[config.mk]
export PLATFORM = sky130hd
export DESIGN_NAME = tmpra_core
export DESIGN_NICKNAME = d
export VERILOG_FILES = /design/src/verilog/tmpra_pkg.sv /design/src/verilog/tmpra_core.sv
export SDC_FILE = /design/constraint.sdc
export NUM_CORES = 1
export LEC_CHECK = 0
export BUFFER_PORTS_ARGS = -buffer_cell sky130_fd_sc_hd__buf_2
export CAP_MARGIN = 20
export CORE_MARGIN = 4
export CORE_UTILIZATION = 38
export DETAILED_ROUTE_END_ITERATION = 8
export PLACE_DENSITY_LB_ADDON = 0.25
export SLEW_MARGIN = 20
export SYNTH_ARGS = -nofsm -noshare
export SYNTH_HDL_FRONTEND = slang
export SYNTH_SLANG_ARGS = --single-unit
export TNS_END_PERCENT = 20
[constraint.sdc]
create_clock -name clk_sys -period 3.6 [get_ports clk_sys]
set_input_delay 0 -clock clk_sys [delete_from_list [all_inputs] [get_ports clk_sys]]
set_output_delay 0 -clock clk_sys [all_outputs]
set_load 0.01 [all_outputs]
[src/verilog/tmpra_pkg.sv]
package tmpra_pkg;
  // Result encoding limits, in whole degrees.
  localparam logic signed [7:0] TMPRA_MAX_C      = 8'sh7F;
  localparam logic signed [7:0] TMPRA_MIN_C      = 8'shBF;
  localparam logic [7:0]        TMPRA_HIGH_POR   = 8'h7F;
  localparam logic [7:0]        TMPRA_LOW_POR    = 8'hC9;
  localparam logic [7:0]        TMPRA_ZERO       = 8'h00;
  // Raw converter width: signed quarter degrees.
  localparam int                TMPRA_RAW_W      = 12;
  localparam int                TMPRA_FRAC_W     = 2;
  localparam int                TMPRA_NCH        = 2;
  // Status byte bit positions.
  localparam int                TMPRA_ST_R2LOW   = 0;
  localparam int                TMPRA_ST_R2HIGH  = 1;
  localparam int                TMPRA_ST_R1LOW   = 2;
  localparam int                TMPRA_ST_R1HIGH  = 3;
  localparam int                TMPRA_ST_OPEN    = 4;
  localparam int                TMPRA_ST_BUSY    = 7;

  // Raw conversion result from the converter.
  typedef struct packed {
    logic                          valid;
    logic                          chan;
    logic signed [TMPRA_RAW_W-1:0] quarter_deg;
  } tmpra_conv_t;

  // Limit write from the serial front end.
  typedef struct packed {
    logic       valid;
    logic       chan;
    logic       is_high;
    logic [7:0] value;
  } tmpra_limit_wr_t;
endpackage

[src/verilog/tmpra_core.sv]
// Contract
// - Results are 8-bit 1C/LSB, round half up, saturate +127, clamp -65.
// - Keep high and low alarm limits for each of the two remote channels.
// - Result at or past a channel limit asserts the alert output.
// - Low limits reset to 1100 1001, minus 55 degrees.
// - Open diode is tested at every conversion start; fault flag updated.
// - No diode fault shown before the first conversion starts.
// - Anode shorted to cathode or ground gives a remote reading of zero.
// - Anode shorted to supply gives +127 on remote and local and alarms.
// - Alert stays latched until the alert response address is read.
// - Status read clears flags except those whose fault persists; here only a persisting open fault keeps its flag, limit flags clear.
`timescale 1ns/1ps
module tmpra_core (
  // Clock and reset.
  input  wire logic                       clk_sys,
  input  wire logic                       nrst,
  input  wire logic                       clk_en,
  // Converter side.
  input  wire tmpra_pkg::tmpra_conv_t     conv_in,
  input  wire logic                       conv_start,
  input  wire logic                       conv_busy,
  input  wire logic                       remote_diode_open_pin,
  input  wire logic                       remote_diode_short_gnd_pin,
  input  wire logic                       remote_diode_short_vcc_pin,
  // Serial front end.
  input  wire tmpra_pkg::tmpra_limit_wr_t limit_wr,
  input  wire logic                       status_read_done,
  input  wire logic                       ara_read_done,
  input  wire logic                       alert_mask,
  // Results.
  output logic [7:0]                      remote_temp_q [2],
  output logic [7:0]                      local_temp_q,
  output logic [7:0]                      high_alarm_limit_q [2],
  output logic [7:0]                      low_alarm_limit_q [2],
  output logic [7:0]                      status_byte,
  // Open-drain alert pin, pulled low while driven.
  output logic                            alert_out,
  output logic                            alert_oe
);

  // Quarter-degree saturation bounds, derived from the encoded limits so the two can never drift apart.
  localparam logic signed [tmpra_pkg::TMPRA_RAW_W-1:0] RAW_MAX =
    (tmpra_pkg::TMPRA_RAW_W)'(tmpra_pkg::TMPRA_MAX_C) <<< tmpra_pkg::TMPRA_FRAC_W;
  localparam logic signed [tmpra_pkg::TMPRA_RAW_W-1:0] RAW_MIN =
    (tmpra_pkg::TMPRA_RAW_W)'(tmpra_pkg::TMPRA_MIN_C) <<< tmpra_pkg::TMPRA_FRAC_W;

  // Rounds half up (+0.5 becomes +1, -0.5 becomes 0) and clamps.
  function automatic logic [7:0] tmpra_encode(input logic signed [tmpra_pkg::TMPRA_RAW_W-1:0] q);
    logic signed [tmpra_pkg::TMPRA_RAW_W:0] r;
    r = ($signed({q[tmpra_pkg::TMPRA_RAW_W-1], q}) + 13'sd2) >>> tmpra_pkg::TMPRA_FRAC_W;
    if (q >= RAW_MAX) return tmpra_pkg::TMPRA_MAX_C;
    else if (q <= RAW_MIN) return tmpra_pkg::TMPRA_MIN_C;
    else return r[7:0];
  endfunction

  // Pin levels cross into the clock domain through two flops.
  logic [2:0] pin_s1_q;
  logic [2:0] pin_s2_q;
  always_ff @(posedge clk_sys or negedge nrst) begin
    if (!nrst) begin
      pin_s1_q <= 3'h0;
      pin_s2_q <= 3'h0;
    end else if (clk_en) begin
      pin_s1_q <= {remote_diode_short_vcc_pin, remote_diode_short_gnd_pin, remote_diode_open_pin};
      pin_s2_q <= pin_s1_q;
    end
  end
  logic diode_open;
  logic diode_gnd;
  logic diode_vcc;
  assign diode_open = pin_s2_q[0];
  assign diode_gnd  = pin_s2_q[1];
  assign diode_vcc  = pin_s2_q[2];

  // Encoded value of the incoming result, with short forcing applied.
  logic [7:0] new_val;
  always_comb begin
    new_val = tmpra_encode(conv_in.quarter_deg);
    if (diode_vcc) new_val = tmpra_pkg::TMPRA_MAX_C;
    else if (diode_gnd) new_val = tmpra_pkg::TMPRA_ZERO;
  end

  // Result registers; the local register has no converter input and only loads +127 on the supply short.
  always_ff @(posedge clk_sys or negedge nrst) begin
    if (!nrst) begin
      remote_temp_q[0] <= tmpra_pkg::TMPRA_ZERO;
      remote_temp_q[1] <= tmpra_pkg::TMPRA_ZERO;
      local_temp_q     <= tmpra_pkg::TMPRA_ZERO;
    end else if (clk_en) begin
      if (conv_in.valid) remote_temp_q[conv_in.chan] <= new_val;
      if (diode_vcc) local_temp_q <= tmpra_pkg::TMPRA_MAX_C;
    end
  end

  // Limit registers written by the host.
  always_ff @(posedge clk_sys or negedge nrst) begin
    if (!nrst) begin
      for (int i = 0; i < tmpra_pkg::TMPRA_NCH; i++) begin
        high_alarm_limit_q[i] <= tmpra_pkg::TMPRA_HIGH_POR;
        low_alarm_limit_q[i]  <= tmpra_pkg::TMPRA_LOW_POR;
      end
    end else if (clk_en && limit_wr.valid) begin
      if (limit_wr.is_high) high_alarm_limit_q[limit_wr.chan] <= limit_wr.value;
      else low_alarm_limit_q[limit_wr.chan] <= limit_wr.value;
    end
  end

  // Compare only on a stored result, so alarms follow the conversion rate.
  logic hi_hit;
  logic lo_hit;
  assign hi_hit = conv_in.valid && ($signed(new_val) >= $signed(high_alarm_limit_q[conv_in.chan]));
  assign lo_hit = conv_in.valid && ($signed(new_val) <= $signed(low_alarm_limit_q[conv_in.chan]));

  // Status flags: set wins over the read clear; persisting open fault stays.
  logic [3:0] lim_flags_q;
  logic       open_flag_q;
  logic       started_q;
  logic [3:0] lim_set;
  always_comb begin
    lim_set = 4'h0;
    if (conv_in.valid && conv_in.chan) begin
      lim_set[tmpra_pkg::TMPRA_ST_R2HIGH] = hi_hit;
      lim_set[tmpra_pkg::TMPRA_ST_R2LOW]  = lo_hit;
    end else if (conv_in.valid) begin
      lim_set[tmpra_pkg::TMPRA_ST_R1HIGH] = hi_hit;
      lim_set[tmpra_pkg::TMPRA_ST_R1LOW]  = lo_hit;
    end
  end
  always_ff @(posedge clk_sys or negedge nrst) begin
    if (!nrst) begin
      lim_flags_q <= 4'h0;
      open_flag_q <= 1'b0;
      started_q   <= 1'b0;
    end else if (clk_en) begin
      lim_flags_q <= (status_read_done ? 4'h0 : lim_flags_q) | lim_set;
      if (conv_start) begin
        started_q   <= 1'b1;
        open_flag_q <= diode_open;
      end else if (status_read_done && !diode_open) begin
        open_flag_q <= 1'b0;
      end
    end
  end

  always_comb begin
    status_byte = 8'h00;
    status_byte[tmpra_pkg::TMPRA_ST_R1HIGH:tmpra_pkg::TMPRA_ST_R2LOW] = lim_flags_q;
    status_byte[tmpra_pkg::TMPRA_ST_OPEN] = open_flag_q;
    status_byte[tmpra_pkg::TMPRA_ST_BUSY] = conv_busy;
  end

  // Alert latch; the status clear does not release it, only the response read.
  logic alert_q;
  logic alert_evt;
  assign alert_evt = !alert_mask && ((|lim_set) || (conv_start && diode_open));
  always_ff @(posedge clk_sys or negedge nrst) begin
    if (!nrst) alert_q <= 1'b0;
    else if (clk_en) begin
      if (alert_evt) alert_q <= 1'b1;
      else if (ara_read_done) alert_q <= 1'b0;
    end
  end
  assign alert_out = 1'b0;
  assign alert_oe  = alert_q;
endmodule // tmpra_core

==> impl_metrics.toml, run 1 <==
[timing]
drv_slew = 0
worst_slack_ns = 1.325
hold_viol = 0
finalClockSkew_ns = 0.005779
clock.fmax_mhz = 439.5
hold_ws_ns = 0.000003893
tns_ns = 0
max_slew_margin = 0.4460
period_needed_ns = 2.275
rsz0062_at_grt = "no"
setup_viol = 0
worstMarginPinSlew_ns = 0.8265
finalCritPeriodShare = 0.6320

[clock_tree]
postCtsHoldBufs = 13
cts.repair.resized = 0
worstSkewPairLatency_ns = 0.33
cts.path.max_buffers = 2
cts_buffers = 9
htreeDepth = 3
cts_setup_buffers = 0
root_buffer = "clkbuf_8"
clk_pin_slew_worst_paths_ns = 0.06
clock-sinks = 61
cts_tree = "done"

[pwr]
power_density_mw_per_mm2 = 536.5
total_power_uw = 2174
leakage_uw = 0.001855
max-vdd-ir-drop_mv = 0.3452

[synth]
synth_seq_cells = 61
synthFlopType = "dfrtp_1"
yosysTopAreaCell = "dfrtp_1"
synth_top_cells_by_area = "dfrtp_1, dfstp_2, mux2_2"
synth_area_mm2 = 0.003254
netlist_instances = 280
ys_types = 46
yosys_warnings = 0
synth_edf_count = 0
ys_async_sr_fraction = 1.000
yosysSeqAreaShare = 0.4775
synth_common_cells = "dfrtp_1, mux2_2, dfstp_2, nand2_1, ha_1"
synth.avg_cell_area_um2 = 11.62
yosysTopAreaCellShare = 0.2999

[worst_setup_path]
critPathLaunchType = "flop"
crit_type = "reg -> reg"
cp_max_fo = 9
crit_arrival_ns = 2.46
cp-end-kind = "flop"
required_ns = 3.79

[routing]
first_pass_iters = 4
vias = 2510
drt-initial-drc-count = 95
wl_per_cell_um = 16.13
ant_nets = 0
vias_per_cell = 5.091
drt_wl_total_mm = 7.954
drc_errors = 0

[die]
rows = 33
initial_core_util = 0.3941
die-area_mm2 = 0.01011
core_mm2 = 0.008258
pin_count = 102
die_x_um = 100.5
die_h_um = 100.5

[placed_design]
gp_congestion = 0.8856
io_buffers = 95
pre_cts_ws_ns = 1.064
dpl.hpwl_mm = 6.013

[grt]
grt_remaining_overflow = 0
grt_pass1_vias = 2611
grtUsageTotal = 0.1668
grt_pass1_wl_mm = 13.14
grt_max_degree = 33
antenna_found_initial = 0

[outcome]
status = "finished, final reports clean"

[cells_and_area]
syn_to_final_growth_pct = 24.49
nNetsFinal = 436
nFillCells = 792
layout-drive-gt1-share = 0.4716
diodes = 0

[flow_run]
cap_violations = 0

[hold_path]
worst_hold_path_type = "in -> out"
==> metal layers <==
| metal | wire length, µm | vias to the layer above | track usage |
|---|---|---|---|
| li1 | - | 1218 | - |
| met1 | 3673 | 1206 | 0.2201 |
| met2 | 3736 | 74 | 0.2727 |
| met3 | 401 | 12 | 0.03253 |
| met4 | 142 | 0 | 0.06010 |
| met5 | 0 | - | 0 |
==> critical path, stage by stage, from the launching register on <==
cell and delay, ns:
dfrtp_1 0.52, a21oi_1 0.13, or2_2 0.32, ha_1 0.32
a211oi_1 0.21, a211oi_1 0.13, nor3_1 0.36, a31oi_1 0.15
==> cell families (layout without fill, tap and decap cells) <==
kind of cell             count (synthesis)  after routing  share of synthesized area
flip-flops                              61             61                     0.4775
AND/OR/NAND/NOR                         66             66                     0.1046
multiplexers                            54             54                     0.1811
other                                    1              4                   0.001152
adder cells (fa/ha/maj)                 17             17                    0.06536
AO/OA/AOI/OAI                           51             51                     0.1111
buffers and inverters                   25            130                    0.04575
XOR/XNOR                                 5              5                    0.01346
==> state kept, by name (all words and copies together) (netlist names), 3 cells and up <==
signal              flops
high_alarm_limit_q     16
lim_flags_q             4
low_alarm_limit_q      16
pin_s1_q                3
pin_s2_q                3
remote_temp_q          16
==> stage by stage <==
| step | instances | utilization | instance area, µm² |
|---|---|---|---|
| floorplan | 283 | - | 3266 |
| global placement | 464 | 0.4541 | 3750 |
| detailed placement | 464 | 0.4541 | 3750 |
| global route | 493 | 0.4906 | 4051 |
| CTS | 493 | 0.4906 | 4051 |
| finish | 493 | 0.4906 | 4051 |
==> cells in the final DEF, fill, tap and decap left out, drive strengths merged, types with 4 or more instances in the layout <==
cell | Yosys | layout
o22a | 10 | 10
a21oi | 13 | 13
o21ai | 10 | 10
mux2i | 15 | 15
nor2 | 13 | 13
dlygate4sd3 | 0 | 13
conb | 1 | 4
nand2 | 21 | 21
nand4 | 6 | 6
clkbuf | 3 | 15
mux2 | 39 | 39
dfrtp | 39 | 39
ha | 17 | 17
inv | 5 | 5
or2 | 6 | 6
a211oi | 4 | 4
dfstp | 22 | 22
nand3 | 4 | 4
buf | 17 | 96
nor3 | 4 | 4
==> report_power, final <==
part,switching (µW),internal (µW)
clock,247,288
sequential,104,868
combinational,340,327
total,691,1480
==> path summary, 6_finish.rpt <==
| check | startpoint | endpoint | slack [ns] | cells after the start |
|---|---|---|---|---|
| worst max-delay path | pin_s2_q[1]$_DFFE_PN0P_ | alert_oe$_DFFE_PN0P_ | 1.32 | 7 |
| worst min-delay path | conv_busy | status_byte[7] | 0.000004 | 0 |
| worst max register to register | pin_s2_q[1]$_DFFE_PN0P_ | alert_oe$_DFFE_PN0P_ | 1.32 | 7 |
| worst min register to register | remote_temp_q[15]$_DFFE_PN0P_ | remote_temp_q[15]$_DFFE_PN0P_ | 0.48 | 2 |
| max in group asynchronous | nrst | high_alarm_limit_q[0]$_DFFE_PN1P_ | 2.47 | 3 |
| min in group asynchronous | nrst | high_alarm_limit_q[15]$_DFFE_PN0P_ | 0.25 | 2 |
==> cell type report <==
type | instances | area (µm²) | area share
inverters | 5 | 18.77 | 0.004632
multi-input cells | 197 | 1563 | 0.3857
flip-flops and latches | 61 | 1554 | 0.3836
clock inverters | 1 | 5.005 | 0.001235
well taps | 105 | 131.4 | 0.03243
clock buffers | 15 | 166.4 | 0.04107
repair buffers | 109 | 613.1 | 0.1513
(Power assumes the default switching activity.)
==> inputs of run 2 (changes only) <==
==> constraint.sdc (replaced) <==
create_clock -name clk_sys -period 1.97 [get_ports clk_sys]
set_input_delay 0 -clock clk_sys [delete_from_list [all_inputs] [get_ports clk_sys]]
set_output_delay 0 -clock clk_sys [all_outputs]
set_load 0.01 [all_outputs]
==> run 2 against run 1 <==
Net effect:
- the run now ends with setup timing left
- first-iteration DRC count is 17% lower
- total power is 110% higher
- worst setup slack worse by 1.4 ns
- fmax is 13% higher
- sequential power is 83% higher
- largest power group unchanged
- register-to-register slack worse by 1.4 ns
==> impl_metrics.toml, run 2 (synthesis gave the netlist of run 1 again) <==
[clock_tree]
htreeDepth = 3
root_buffer = "clkbuf_8"
clock-sinks = 61
cts.path.max_buffers = 2
clk_pin_slew_worst_paths_ns = 0.07
cts_buffers = 9
worstSkewPairLatency_ns = 0.34
cts_tree = "done"

[hold_path]
min_from = "conv_busy"
worst_hold_path_type = "in -> out"

[die]
initial_core_util = 0.3941
die_x_um = 100.5
pin_count = 102
die_h_um = 100.5
rows = 33
die-area_mm2 = 0.01011
core_mm2 = 0.008258

[worst_setup_path]
worstSetupStartpoint = "pin_s2_q[1]$_DFFE_PN0P_"
crit_arrival_ns = 2.27
r2r-start = "pin_s2_q[1]$_DFFE_PN0P_"
crit_type = "reg -> reg"
critPathLaunchType = "flop"
required_ns = 2.23
cp_max_fo = 8
cp-end-kind = "flop"

[cells_and_area]
nFillCells = 746
fin_util = 0.5441
multi_input_area_mm2 = 0.001639
final_common_cell = "buf_2"
syn_to_final_growth_pct = 38.06
reg_top3 = "high_alarm_limit_q: 16 flops, low_alarm_limit_q: 16 flops, remote_temp_q: 16 flops"
nNetsFinal = 472
register_area_mm2 = 0.001556
diodes = 0
layout-drive-gt1-share = 0.5590
stdcell_count = 529
final_cell_mix = "buf_2, mux2_2, dfrtp_1, buf_4, dfstp_2"

[timing]
period_needed_ns = 2.008
hold_viol = 0
clock.fmax_mhz = 497.9
worstMarginPinSlew_ns = 0.6733
tns_ns = -0.08658
finalClockSkew_ns = 0.007260
worst_slack_ns = -0.03827
max_slew_margin = 0.5511
setup_viol = 3
rsz0062_at_grt = "yes"
finalCritPeriodShare = 1.019
drv_slew = 0

[outcome]
failed_checks = "setup timing"
status = "finished, violations left"

[placed_design]
gp_congestion = 0.7974
dp_cells = 496
dpl.hpwl_mm = 6.366
io_buffers = 95

[routing]
drt-initial-drc-count = 79
drc_errors = 0
drt_wl_total_mm = 8.303
vias = 2618
ant_nets = 0
first_pass_iters = 4
wl_per_cell_um = 15.70
vias_per_cell = 4.949

[pwr]
max-vdd-ir-drop_mv = 0.5415
power_density_mw_per_mm2 = 1002
leakage_uw = 0.002081

[grt]
grt_pass1_vias = 2757
antenna_found_initial = 0
grt_pass1_wl_mm = 13.56
grt_max_degree = 35
grt_remaining_overflow = 0
grtUsageTotal = 0.1730

[flow_run]
cap_violations = 0
-- run 2: repair_timing --
| action | in CTS | in global routing |
|---|---|---|
| hold buffers | 13 | 0 |
| resized for setup | 4 | 4 |
| pin swaps | 5 | 2 |
| endpoints found under the hold margin | 59 | 0 |
| setup endpoints to repair | 5 | 5 |
| setup buffers | 4 | 0 |
-- run 2: through the flow --
step | total power, µW | hold slack (ns) | setup WS, ns | cell area (µm²)
floorplan | 2564 | -0.2956 | -0.1289 | 3327
global placement | 3118 | 0.0001189 | -0.2765 | 4064
detailed placement | 3152 | 0.0001189 | -0.2848 | 4064
CTS | 4549 | 0.0001189 | -0.006839 | 4478
global route | 4801 | 0.00001506 | -0.1685 | 4493
finish | 4502 | 0.000003893 | -0.03827 | 4493
-- run 2: layout make-up --
type | count | share of cell area
clock buffers | 13 | 0.03982
clock inverters | 3 | 0.01448
repair buffers | 145 | 0.2011
inverters | 5 | 0.004177
well taps | 105 | 0.02924
multi-input cells | 197 | 0.3648
flip-flops and latches | 61 | 0.3464
-- run 2: layer usage --
metal	vias to the layer above	track usage	share of wire
met5	-	0	0
met4	0	0.06632	0.015
met3	9	0.04014	0.048
met2	58	0.2844	0.49
met1	1257	0.2213	0.45
li1	1294	-	-
-- run 2: final timing paths --
kind / endpoint / slack [ns] / cells past startpoint
max in group asynchronous: high_alarm_limit_q[2]$_DFFE_PN1P_ / 1.05 / 3
min in group asynchronous: remote_temp_q[13]$_DFFE_PN0P_ / 0.24 / 2
worst min-delay path: status_byte[7] / 0.000004 / 0
worst max register to register: alert_oe$_DFFE_PN0P_ / -0.04 / 9
worst max-delay path: alert_oe$_DFFE_PN0P_ / -0.04 / 9
worst min register to register: pin_s2_q[2]$_DFFE_PN0P_ / 0.48 / 2
-- run 2: where the power goes --
part           internal (µW)  switching, µW  total, µW
Combinational            717            678       1390
Clock                    849            477       1330
Sequential              1590            194       1780
-- run 2: worst max-delay path: stages (launching register included) --
cell      delay (ns)
dfrtp_2         0.48
buf_6           0.13
a21oi_2         0.03
or2_4           0.26
ha_4            0.24
nor2b_1         0.12
o211ai_1        0.19
a211oi_2        0.09
a31o_2          0.25
a31oi_1         0.13
==> inputs of run 3 (changes only) <==
--- a/config.mk
+++ b/config.mk
@@ -7,10 +7,11 @@
 export LEC_CHECK = 0
 export BUFFER_PORTS_ARGS = -buffer_cell sky130_fd_sc_hd__buf_2
 export CAP_MARGIN = 20
+export CORE_ASPECT_RATIO = 1.25
 export CORE_MARGIN = 4
-export CORE_UTILIZATION = 38
+export CORE_UTILIZATION = 46
 export DETAILED_ROUTE_END_ITERATION = 8
-export PLACE_DENSITY_LB_ADDON = 0.25
+export PLACE_DENSITY = 0.76
 export SLEW_MARGIN = 20
 export SYNTH_ARGS = -nofsm -noshare
 export SYNTH_HDL_FRONTEND = slang
==> run 3 against run 2 <==
Net effect:
- via count increased by 3.0%
- total power fell by 2.6%
- count of clock-buffer cells in the layout unchanged
- combinational power grew 5%
- clock skew decreased by 0.00066 ns
- the flow now finishes without violations
- final cell count decreased by 3.2%
- sequential share of layout area rose by 0.097 points
- die area fell by 16%
- design area shrank 0.28%
- core utilization up 10 points
- first-iteration DRC count up 86%
- worst setup slack better by 0.041 ns
- critical path type unchanged
==> impl_metrics.toml, run 3 (synthesis gave the netlist of run 1 again) <==
[cells_and_area]
layout-drive-gt1-share = 0.5640
reg_top3 = "high_alarm_limit_q: 16 flops, low_alarm_limit_q: 16 flops, remote_temp_q: 16 flops"
diodes = 0
syn_to_final_growth_pct = 37.68
final_common_cell = "buf_2"
stdcell_count = 512
final_cell_mix = "buf_2, mux2_2, dfrtp_1, buf_4, dfstp_2"
nNetsFinal = 470
design_area_mm2 = 0.004481

[die]
pin_count = 102
initial_core_util = 0.4693
die_x_um = 83.23
core_mm2 = 0.006934
die_h_um = 102.0
die-area_mm2 = 0.008493
rows = 34

[timing]
rsz0062_at_grt = "yes"
period_needed_ns = 1.968
setup_viol = 0
worst_slack_ns = 0.002484
worstMarginPinSlew_ns = 0.6077
clock.fmax_mhz = 508.3
hold_ws_ns = 0.00002985
drv_slew = 0
finalClockSkew_ns = 0.006595
finalCritPeriodShare = 0.9987
hold_viol = 0
max_slew_margin = 0.5949
tns_ns = 0

[clock_tree]
cts_buffers = 9
root_buffer = "clkbuf_8"
clk_pin_slew_worst_paths_ns = 0.07
cts_tree = "done"
cts.path.max_buffers = 2
clock-sinks = 61
worstSkewPairLatency_ns = 0.34
htreeDepth = 3

[placed_design]
dpl.hpwl_mm = 6.027
placed_cell_area_mm2 = 0.004058
dp_cells = 481
io_buffers = 95
gp_congestion = 0.8463
pre_cts_ws_ns = -0.3569

[flow_run]
cap_violations = 0

[routing]
vias = 2696
ant_nets = 0
drc_errors = 0
vias_per_cell = 5.266
wl_per_cell_um = 15.59
drt-initial-drc-count = 147
first_pass_iters = 4
drt_wl_total_mm = 7.982

[worst_setup_path]
r2r_setup_slack_ns = 0.002
reg2regPathDepth = 8
crit_chain = "a31oi_1 > a21oi_1 > inv_1 > ha_1 > nand4_1 > nand2b_1 > a31o_2 > a31oi_1"
cp-end-kind = "flop"
path_delay_family = "compound AO/OA/AOI/OAI gates"
critPathLaunchType = "flop"
crit_arrival_ns = 2.23
slowest_delay_ns = 0.41
cp_max_fo = 3
required_ns = 2.23
critPathBufInv = 1
cp.depth = 8
r2r-start = "pin_s2_q[1]$_DFFE_PN0P_"
reg2reg_to = "alert_oe$_DFFE_PN0P_"
cpMostUsedCell = "a31oi_1"
crit_type = "reg -> reg"
crit_path_top_delay_cell = "dfrtp_2"

[pwr]
p_sw_uw = 1365
power_density_mw_per_mm2 = 978.7
switching_share = 0.3112
pwr-share-seq = 0.403
p_int_uw = 3020
leakage_uw = 0.002059
combPwrFrac = 0.332
clockPowerShare = 0.265
max-vdd-ir-drop_mv = 0.6906

[grt]
grtUsageMet2 = 0.3370
use_met3 = 0.04919
grt_remaining_overflow = 0
grt_pass1_wl_mm = 13.34
grt.busiest_layer = "met2"
antenna_found_initial = 0
grt_max_degree = 37
grt_pass1_vias = 2788
grtUsageTotal = 0.1954
use_met1 = 0.2381

[hold_path]
holdPathEnd = "status_byte[7]"
whs_path_depth = 0
worst_hold_path_type = "in -> out"
min_from = "conv_busy"

[outcome]
status = "finished, final reports clean"
## run 3: worst max path at each step
stage / from / to / slack [ns]
floorplan: conv_in[3] / alert_oe$_DFFE_PN0P_ / -0.13
global placement: conv_in[3] / alert_oe$_DFFE_PN0P_ / -0.26
detailed placement: conv_in[3] / alert_oe$_DFFE_PN0P_ / -0.36
CTS: pin_s2_q[1]$_DFFE_PN0P_ / alert_oe$_DFFE_PN0P_ / 0.001
global route: pin_s2_q[1]$_DFFE_PN0P_ / alert_oe$_DFFE_PN0P_ / -0.09
finish: pin_s2_q[1]$_DFFE_PN0P_ / alert_oe$_DFFE_PN0P_ / 0.002
## run 3: stage by stage
stage	total power, µW	util
after floorplan	2564	-
after global placement	3110	0.5852
after detailed placement	3153	0.5852
after CTS	4414	0.6456
after global routing	4662	0.6462
final	4385	0.6462
## run 3: timing repair
action / 4_1_cts / 5_1_grt
endpoints found under the setup margin: 5 / 5
hold endpoints to repair: 48 / 0
pin swaps: 11 / 3
gates resized for setup: 12 / 1
hold buffers: 14 / 0
setup buffers: 1 / 0
cloned: 0 / 0
## run 3: worst reg2reg max path, stage by stage (launching register included)
cell and delay, ns:
dfrtp_2 0.41, a31oi_1 0.06, a21oi_1 0.24, inv_1 0.11
ha_1 0.33, nand4_1 0.15, nand2b_1 0.18, a31o_2 0.26
a31oi_1 0.14
## run 3: layout make-up
| cell class | count | area (µm²) |
|---|---|---|
| Tap cell | 90 | 112.6 |
| Inverter | 5 | 18.77 |
| Sequential cell | 61 | 1556 |
| Clock inverter | 3 | 42.54 |
| Fill cell | 569 | 2454 |
| Clock buffer | 13 | 168.9 |
| Multi-Input combinational cell | 197 | 1685 |
| Timing Repair Buffer | 143 | 895.9 |
## run 3: power groups by stage
stage / clock, µW / combinational (µW) / sequential, µW
floorplan: 0 / 692 / 1870
detailed placement: 0 / 1360 / 1790
global placement: 0 / 1330 / 1780
CTS: 1180 / 1460 / 1770
global route: 1250 / 1600 / 1810
finish: 1160 / 1460 / 1770
## run 3: metal layers
layer | routed length (µm) | vias to the layer above
met5 | 0 | -
met4 | 141 | 0
met3 | 397 | 14
met2 | 4004 | 88
met1 | 3438 | 1316
li1 | - | 1278
